**src/dcs_defines.svh**
```systemverilog
// Offsets, field positions, reset values and error types of the completion status block.
`ifndef DCS_DEFINES_SVH
`define DCS_DEFINES_SVH

// ==========================================================================
// Register map (byte offsets on the plain register port)
`define DCS_OFF_STATUS      4'h0
`define DCS_OFF_DATA        4'h1
`define DCS_OFF_CTRL        4'h2

// ==========================================================================
// Completion status byte fields
`define DCS_CS_ERR_BIT      1
`define DCS_CS_DRV_BIT      5

// ==========================================================================
// Handshake status bits
`define DCS_HS_BUSY_BIT     0
`define DCS_HS_REQ_BIT      1
`define DCS_HS_IRQ_BIT      2
`define DCS_HS_SENSE_BIT    3

// ==========================================================================
// Control register bits
`define DCS_CTRL_IRQEN_BIT  0
`define DCS_CTRL_RST_VAL    8'h00

// ==========================================================================
// Sense byte 0 fields and sense byte count
`define DCS_S0_VALID_BIT    7
`define DCS_S0_TYPE_LSB     4
`define DCS_SENSE_COUNT     3'h4

// ==========================================================================
// Error types
`define DCS_TYPE_DRIVE      2'h0
`define DCS_TYPE_MEDIA      2'h1
`define DCS_TYPE_CMD        2'h2
`define DCS_TYPE_DIAG       2'h3

`endif

```
**src/dcs_pkg.sv**
```systemverilog
// Types shared by the completion status block.
package dcs_pkg;

   // =======================================================================
   // Completion fault sources, one code per reportable condition.
   typedef enum logic [4:0] {
      DCS_F_NONE      = 5'h00,
      DCS_F_NO_INDEX  = 5'h01,
      DCS_F_NO_SEEKC  = 5'h02,
      DCS_F_WR_FAULT  = 5'h03,
      DCS_F_NOT_READY = 5'h04,
      DCS_F_NO_TRK0   = 5'h05,
      DCS_F_SEEKING   = 5'h06,
      DCS_F_ID_ECC    = 5'h07,
      DCS_F_DATA_ECC  = 5'h08,
      DCS_F_NO_MARK   = 5'h09,
      DCS_F_NO_SECTOR = 5'h0A,
      DCS_F_SEEK_ERR  = 5'h0B,
      DCS_F_CORR_ECC  = 5'h0C,
      DCS_F_BAD_TRACK = 5'h0D,
      DCS_F_BAD_CMD   = 5'h0E,
      DCS_F_BAD_ADDR  = 5'h0F,
      DCS_F_RAM       = 5'h10,
      DCS_F_CHECKSUM  = 5'h11,
      DCS_F_ECC_GEN   = 5'h12
   } dcs_fault_e;

   // Phases of the result handshake.
   typedef enum logic [2:0] {
      DCS_IDLE   = 3'b001,
      DCS_STATUS = 3'b010,
      DCS_SENSE  = 3'b100
   } dcs_state_e;

endpackage

```
**src/dcs_completion_status.sv**
```systemverilog
// Completion status byte and sense byte reporting of a fixed disk controller.
//
// Local design decisions: the register offsets and the strobed register port.
`include "dcs_defines.svh"

module dcs_completion_status
   import dcs_pkg::*;
(
   // Clock and reset
   input  wire logic       clk_sys,
   input  wire logic       sys_rst,
   // Register port
   input  wire logic [3:0] regAddr,
   input  wire logic [7:0] regWrData,
   input  wire logic       regWrStb,
   input  wire logic       regRdStb,
   output logic      [7:0] regRdData,
   // Command completion from the execution engine
   input  wire logic       cmdDone,
   input  wire logic [4:0] cmdFault,
   input  wire logic       cmdDrive,
   input  wire logic [4:0] cmdHead,
   input  wire logic [9:0] cmdCylinder,
   input  wire logic [5:0] cmdSector,
   input  wire logic       cmdHasAddress,
   input  wire logic       cmdStart,
   // Controller status toward the host and engine
   output logic            busy,
   output logic            irq,
   output logic            retryInhibit
);

   // ========================================================================
   // Fault decoding

   // Maps a fault source to its {type, code} pair for sense byte 0.
   function automatic logic [5:0] faultTypeCode(input logic [4:0] f);
      logic [5:0] tc;
      tc = {`DCS_TYPE_DRIVE, 4'h0};
      case (f)
         DCS_F_NONE:      tc = {`DCS_TYPE_DRIVE, 4'h0};
         DCS_F_NO_INDEX:  tc = {`DCS_TYPE_DRIVE, 4'h1};
         DCS_F_NO_SEEKC:  tc = {`DCS_TYPE_DRIVE, 4'h2};
         DCS_F_WR_FAULT:  tc = {`DCS_TYPE_DRIVE, 4'h3};
         DCS_F_NOT_READY: tc = {`DCS_TYPE_DRIVE, 4'h4};
         DCS_F_NO_TRK0:   tc = {`DCS_TYPE_DRIVE, 4'h6};
         DCS_F_SEEKING:   tc = {`DCS_TYPE_DRIVE, 4'h8};
         DCS_F_ID_ECC:    tc = {`DCS_TYPE_MEDIA, 4'h0};
         DCS_F_DATA_ECC:  tc = {`DCS_TYPE_MEDIA, 4'h1};
         DCS_F_NO_MARK:   tc = {`DCS_TYPE_MEDIA, 4'h2};
         DCS_F_NO_SECTOR: tc = {`DCS_TYPE_MEDIA, 4'h4};
         DCS_F_SEEK_ERR:  tc = {`DCS_TYPE_MEDIA, 4'h5};
         DCS_F_CORR_ECC:  tc = {`DCS_TYPE_MEDIA, 4'h8};
         DCS_F_BAD_TRACK: tc = {`DCS_TYPE_MEDIA, 4'h9};
         DCS_F_BAD_CMD:   tc = {`DCS_TYPE_CMD, 4'h0};
         DCS_F_BAD_ADDR:  tc = {`DCS_TYPE_CMD, 4'h1};
         DCS_F_RAM:       tc = {`DCS_TYPE_DIAG, 4'h0};
         DCS_F_CHECKSUM:  tc = {`DCS_TYPE_DIAG, 4'h1};
         DCS_F_ECC_GEN:   tc = {`DCS_TYPE_DIAG, 4'h2};
         default:         tc = {`DCS_TYPE_CMD, 4'h0};
      endcase
      return tc;
   endfunction

   // Handshake state, declared early because result capture reads it.
   dcs_state_e state_q;
   dcs_state_e state_d;

   // Decoded register accesses.
   logic rdData;
   logic rdStatus;
   logic wrCtrl;
   logic rdCtrl;

   assign rdData   = regRdStb && (regAddr == `DCS_OFF_DATA);
   assign rdStatus = regRdStb && (regAddr == `DCS_OFF_STATUS);
   assign rdCtrl   = regRdStb && (regAddr == `DCS_OFF_CTRL);
   assign wrCtrl   = regWrStb && (regAddr == `DCS_OFF_CTRL);

   // ========================================================================
   // Control register

   logic [7:0] ctrl_q;

   // Interrupt enable lives here; other bits are held but unused.
   always_ff @(posedge clk_sys) begin
      if (sys_rst) begin
         ctrl_q <= `DCS_CTRL_RST_VAL;
      end else if (wrCtrl) begin
         ctrl_q <= regWrData;
      end
   end

   // ========================================================================
   // Captured result of the last command

   logic [7:0] compStatus_q;
   logic [7:0] sense_q [0:3];
   logic       errLatched_q;

   // Result bytes are frozen at completion so a later command cannot
   // disturb sense data the host has not yet read.
   always_ff @(posedge clk_sys) begin
      if (sys_rst) begin
         compStatus_q <= 8'h00;
         errLatched_q <= 1'b0;
         sense_q[0]   <= 8'h00;
         sense_q[1]   <= 8'h00;
         sense_q[2]   <= 8'h00;
         sense_q[3]   <= 8'h00;
      end else if (cmdDone && state_q == DCS_IDLE) begin
         compStatus_q                  <= 8'h00;
         compStatus_q[`DCS_CS_ERR_BIT] <= (cmdFault != DCS_F_NONE);
         compStatus_q[`DCS_CS_DRV_BIT] <= cmdDrive;
         errLatched_q                  <= (cmdFault != DCS_F_NONE);
         sense_q[0] <= {cmdHasAddress, 1'b0, faultTypeCode(cmdFault)};
         sense_q[1] <= {2'b00, cmdDrive, cmdHead};
         sense_q[2] <= {cmdCylinder[9:8], cmdSector};
         sense_q[3] <= cmdCylinder[7:0];
      end
   end

   // ========================================================================
   // Result handshake state machine

   logic [2:0] senseIdx_q;
   logic       busy_q;

   // Status byte first, then the four sense bytes when the status byte flags an error.
   always_comb begin
      state_d = state_q;
      case (state_q)
         DCS_IDLE: begin
            if (cmdDone) begin
               state_d = DCS_STATUS;
            end
         end
         DCS_STATUS: begin
            if (rdData) begin
               state_d = errLatched_q ? DCS_SENSE : DCS_IDLE;
            end
         end
         DCS_SENSE: begin
            if (rdData && senseIdx_q == `DCS_SENSE_COUNT - 3'h1) begin
               state_d = DCS_IDLE;
            end
         end
         default: begin
            state_d = DCS_IDLE;
         end
      endcase
   end

   always_ff @(posedge clk_sys) begin
      if (sys_rst) begin
         state_q <= DCS_IDLE;
      end else begin
         state_q <= state_d;
      end
   end

   // Walks the sense stack one byte per data read.
   always_ff @(posedge clk_sys) begin
      if (sys_rst) begin
         senseIdx_q <= 3'h0;
      end else if (state_q != DCS_SENSE) begin
         senseIdx_q <= 3'h0;
      end else if (rdData) begin
         senseIdx_q <= senseIdx_q + 3'h1;
      end
   end

   // Busy rises with a command and falls when the status byte is taken.
   always_ff @(posedge clk_sys) begin
      if (sys_rst) begin
         busy_q <= 1'b0;
      end else if (state_q == DCS_STATUS && rdData) begin
         busy_q <= 1'b0;
      end else if (cmdStart || cmdDone) begin
         busy_q <= 1'b1;
      end
   end

   assign busy = busy_q;

   // ========================================================================
   // Interrupt and retry inhibit

   logic irq_q;
   logic retryInh_q;

   // Interrupt is a level from an enabled completion until the status byte is read or the enable is cleared.
   always_ff @(posedge clk_sys) begin
      if (sys_rst) begin
         irq_q <= 1'b0;
      end else if (cmdDone && state_q == DCS_IDLE) begin
         irq_q <= ctrl_q[`DCS_CTRL_IRQEN_BIT];
      end else if (rdData || !ctrl_q[`DCS_CTRL_IRQEN_BIT]) begin
         irq_q <= 1'b0;
      end
   end

   assign irq = irq_q;

   // A bad track is final, so the engine is told not to retry it.
   always_ff @(posedge clk_sys) begin
      if (sys_rst) begin
         retryInh_q <= 1'b0;
      end else begin
         retryInh_q <= (cmdFault == DCS_F_BAD_TRACK);
      end
   end

   assign retryInhibit = retryInh_q;

   // ========================================================================
   // Read data path

   logic [7:0] hsStatus;
   logic [7:0] dataOut;

   // Handshake status is read-only and never pops the data stack.
   always_comb begin
      hsStatus                    = 8'h00;
      hsStatus[`DCS_HS_BUSY_BIT]  = busy_q;
      hsStatus[`DCS_HS_REQ_BIT]   = (state_q != DCS_IDLE);
      hsStatus[`DCS_HS_IRQ_BIT]   = irq_q;
      hsStatus[`DCS_HS_SENSE_BIT] = (state_q == DCS_SENSE);
   end

   // The data register shows only the byte on top of the result stack.
   always_comb begin
      case (state_q)
         DCS_STATUS: dataOut = compStatus_q;
         DCS_SENSE:  dataOut = sense_q[senseIdx_q[1:0]];
         default:    dataOut = 8'h00;
      endcase
   end

   // Read data stand only in the cycle after the strobe; unmapped reads give zero.
   always_ff @(posedge clk_sys) begin
      if (sys_rst) begin
         regRdData <= 8'h00;
      end else if (rdData) begin
         regRdData <= dataOut;
      end else if (rdStatus) begin
         regRdData <= hsStatus;
      end else if (rdCtrl) begin
         regRdData <= ctrl_q;
      end else begin
         regRdData <= 8'h00;
      end
   end

endmodule

```
**config.mk**
```make
export PLATFORM = sky130hd
export DESIGN_NAME = dcs_completion_status
export DESIGN_NICKNAME = d
export VERILOG_FILES = /design/src/dcs_pkg.sv /design/src/dcs_completion_status.sv
export VERILOG_INCLUDE_DIRS = /design/src
export SDC_FILE = /design/constraint.sdc
export NUM_CORES = 1
export LEC_CHECK = 0
export ABC_AREA = 1
export BUFFER_PORTS_ARGS = -buffer_cell sky130_fd_sc_hd__clkbuf_2
export CAP_MARGIN = 20
export CORE_MARGIN = 8
export CORE_UTILIZATION = 55
export DETAILED_ROUTE_END_ITERATION = 8
export GPL_TIMING_DRIVEN = 0
export PLACE_DENSITY = 0.82
export SYNTH_ARGS = -nofsm -noshare
export SYNTH_HDL_FRONTEND = slang
export SYNTH_SLANG_ARGS = --single-unit
```
**constraint.sdc**
```tcl
create_clock -name clk_sys -period 2.1 [get_ports clk_sys]
set_clock_uncertainty 0.05 [all_clocks]
set_input_delay 0.42 -clock clk_sys [delete_from_list [all_inputs] [get_ports clk_sys]]
set_output_delay 0.42 -clock clk_sys [all_outputs]
set_load 0.02 [all_outputs]
```
==> out/qor.yml <==
timing:
  fin_setup_tns_ps: 0
  relSlewSlack_pct: 57.2
  hold_viol: 0
  setup_ws_ps: 245
  final_max_slew_viol_count: 0
  rsz0062_at_grt: "no"
  tightest_slew_ps: 641
  holdWs_ps: 233
  fin_crit_ps: 1850
  fin_crit_sh_pct: 88.3
  max_freq_ghz: 0.539
  setup_viol: 0
placed_design:
  dp_slack_ps: 241
  hpwl_mm: 4.71
  place.gp.congestion: 0.816
  dpl_cell_area_um2: 3350
  dp.cells: 465
  io_buffers: 56
route:
  postRouteAntennaNets: 0
  drt-pass1-iter-count: 4
  drc: 0
  wl_mm: 6.23
  vias_per_cell: 4.96
  num_vias: 2388
  drtIter0Drc: 122
  wl_per_cell_um: 13.0
floorplan:
  die_y_um: 89.4
  fp.dieW_um: 89.4
  coreArea_um2: 5140
  ios: 57
  dieArea_um2: 7990
  start_util_pct: 57.6
  rows: 26
final_layout:
  drive_above_1_share_pct: 26.8
  syn2layout_area_growth_pct: 19.1
  diodes: 0
  final_nets: 459
  stdcell_count: 481
  final_cell_area_um2: 3530
  post-route-util_pct: 68.6
synth:
  netlist_area_um2: 2960
  yosysMostFrequentCell: "inv_1"
  ys_top_cells_by_area: "edfxtp_1, dfxtp_1, nor2_4, inv_1, nand2_1"
  ys_warn_count: 0
  yosys.area.top_type_share_pct: 29.4
  synth_seq_cells: 58
  synth_ff_type: "edfxtp_1"
  syn_nets: 391
  synth_edf_count: 29
  ys_seq_area_share_pct: 49.0
  synthArstFlopShare_pct: 0
  yosys.area.top_type: "edfxtp_1"
  avgSynthCellArea_um2: 8.77
  synth.distinct_cells: 27
  netlist_instances: 338
  synthTopCellsByCount: "inv_1, nand2_1, nor2_1"
setup_path:
  critPathRequiredTime_ps: 2090
  cpPeakStageDelay_ps: 500
  path_class: "reg2reg"
  start_kind: "register"
  arrival_ps: 1840
  r2r_slack_ps: 250
  end_kind: "register"
  worstSetupPathDepth: 4
  worst_path_max_delay_cell: "nand2_1"
  crit_path_cell_trace: "nor3_4 > nand2_1 > nand2_1 > buf_8"
  cp_max_fo: 16
  timing.rr.end: "sense_q[3][6]"
  worst-r2r-cell-count: 4
  cp_top_family: "simple AND/OR/NAND/NOR gates"
  cp.buffers_inverters: 1
  timing.rr.start: "state_q[2]"
  crit_path_frequent_cell: "nand2_1"
global_routing:
  grt_pass1_wl_mm: 10.2
  grt_pass1_vias: 2396
  grt-ovfl-total: 0
  grt_max_degree: 17
  grt_antenna_before_repair: 0
  track_usage_pct: 16.9
pwr:
  max-vdd-ir-drop_mv: 0.415
  power_density_nw_per_um2: 714
  leakage_nw: 1.62
  finalPower_mw: 2.52
clocking:
  ctsLongestPathBuffers: 2
  cts_hold_buffers: 0
  cts_tree: "done"
  clk_latency_ps: 330
  htree_num_levels: 3
  cts_root_buf: "clkbuf_8"
  clkTransAtPathRegs_ps: 60
  cts_setup_buffers: 0
  post_cts_resized: 0
  cts_buffers: 9
  clkSinkCount: 58
hold_path:
  min_to: "busy"
  hp-start: "sys_rst"
  min_delay_path_depth: 2
  hold_class: "in2reg"
outcome:
  status: "complete, no violations"
run:
  drv_cap: 0
-- flip-flops by register name (all words and copies together), names as in the netlist, named ones only --
signal        cells
sense_q          29
ctrl_q            8
regRdData         8
senseIdx_q        3
state_q           3
compStatus_q      2
busy              1
irq               1
retryInhibit      1
-- area by class of cell --
class,instances,area [µm²]
inverters,71,267
well taps,70,87.6
plain buffers,9,92.6
multi-input cells,200,1150
clock inverters,2,10.0
flip-flops and latches,58,1450
fillers,454,1610
repair buffers,57,295
clock buffers,14,173
-- logic make-up after synthesis --
family | after synthesis | share of synthesized area, %
compound gates | 57 | 9.92
xor+xnor | 1 | 0.296
fa+ha+maj | 7 | 2.96
buf+inv | 80 | 12.1
flops | 58 | 49.0
simple gates | 135 | 25.7
-- per-layer routing --
metal / GRT usage [%] / share of wire (%) / up-vias
met5: 0 / 0 / -
met2: 30.4 / 53 / 82
met3: 3.77 / 4.9 / 15
met4: 9.52 / 2.3 / 0
li1: - / - / 1209
met1: 17.6 / 40 / 1082
-- report_power, final --
group          switching, mW  total [mW]  internal, mW
logic                  0.174       0.283         0.109
registers             0.0227        1.29          1.27
clock network          0.426       0.948         0.522
total                  0.622        2.52          1.90
-- placed cells by master, fill, tap and decap left out --
master    netlist  routed
a211oi_1        1       1
nand3_4         1       1
buf_4           3       3
nand3_1        19      19
xor2_1          1       1
nand3_2         3       3
nor2_4         23      23
nor2_1         32      32
clkbuf_8        0      12
clkbuf_2        0      56
nand2_1        49      49
o21ai_0        26      26
edfxtp_1       29      29
or2_2           1       1
a21oi_1        25      25
buf_12          2       2
o21ai_1         2       2
clkinv_2        0       2
inv_2           3       3
inv_1          68      68
o22ai_1         1       1
ha_1            7       7
o21a_1          1       1
o31ai_1         1       1
dfxtp_1        29      29
nor3_4          1       1
nor3_1          3       3
buf_6           2       2
buf_8           0       1
clkbuf_1        2       4
nand4_1         3       3
-- how the worst max path moves through the flow --
stage / start / endpoint / slack (ps)
2_1_floorplan: state_q[2] / sense_q[0][0] / 330
3_3_place_gp: state_q[2] / sense_q[2][6] / 60
3_5_place_dp: state_q[2] / sense_q[2][2] / 240
4_1_cts: state_q[2] / sense_q[2][2] / 230
5_1_grt: state_q[0] / sense_q[2][4] / 130
6_report: state_q[2] / sense_q[3][6] / 250
(Power assumes the default switching activity.)
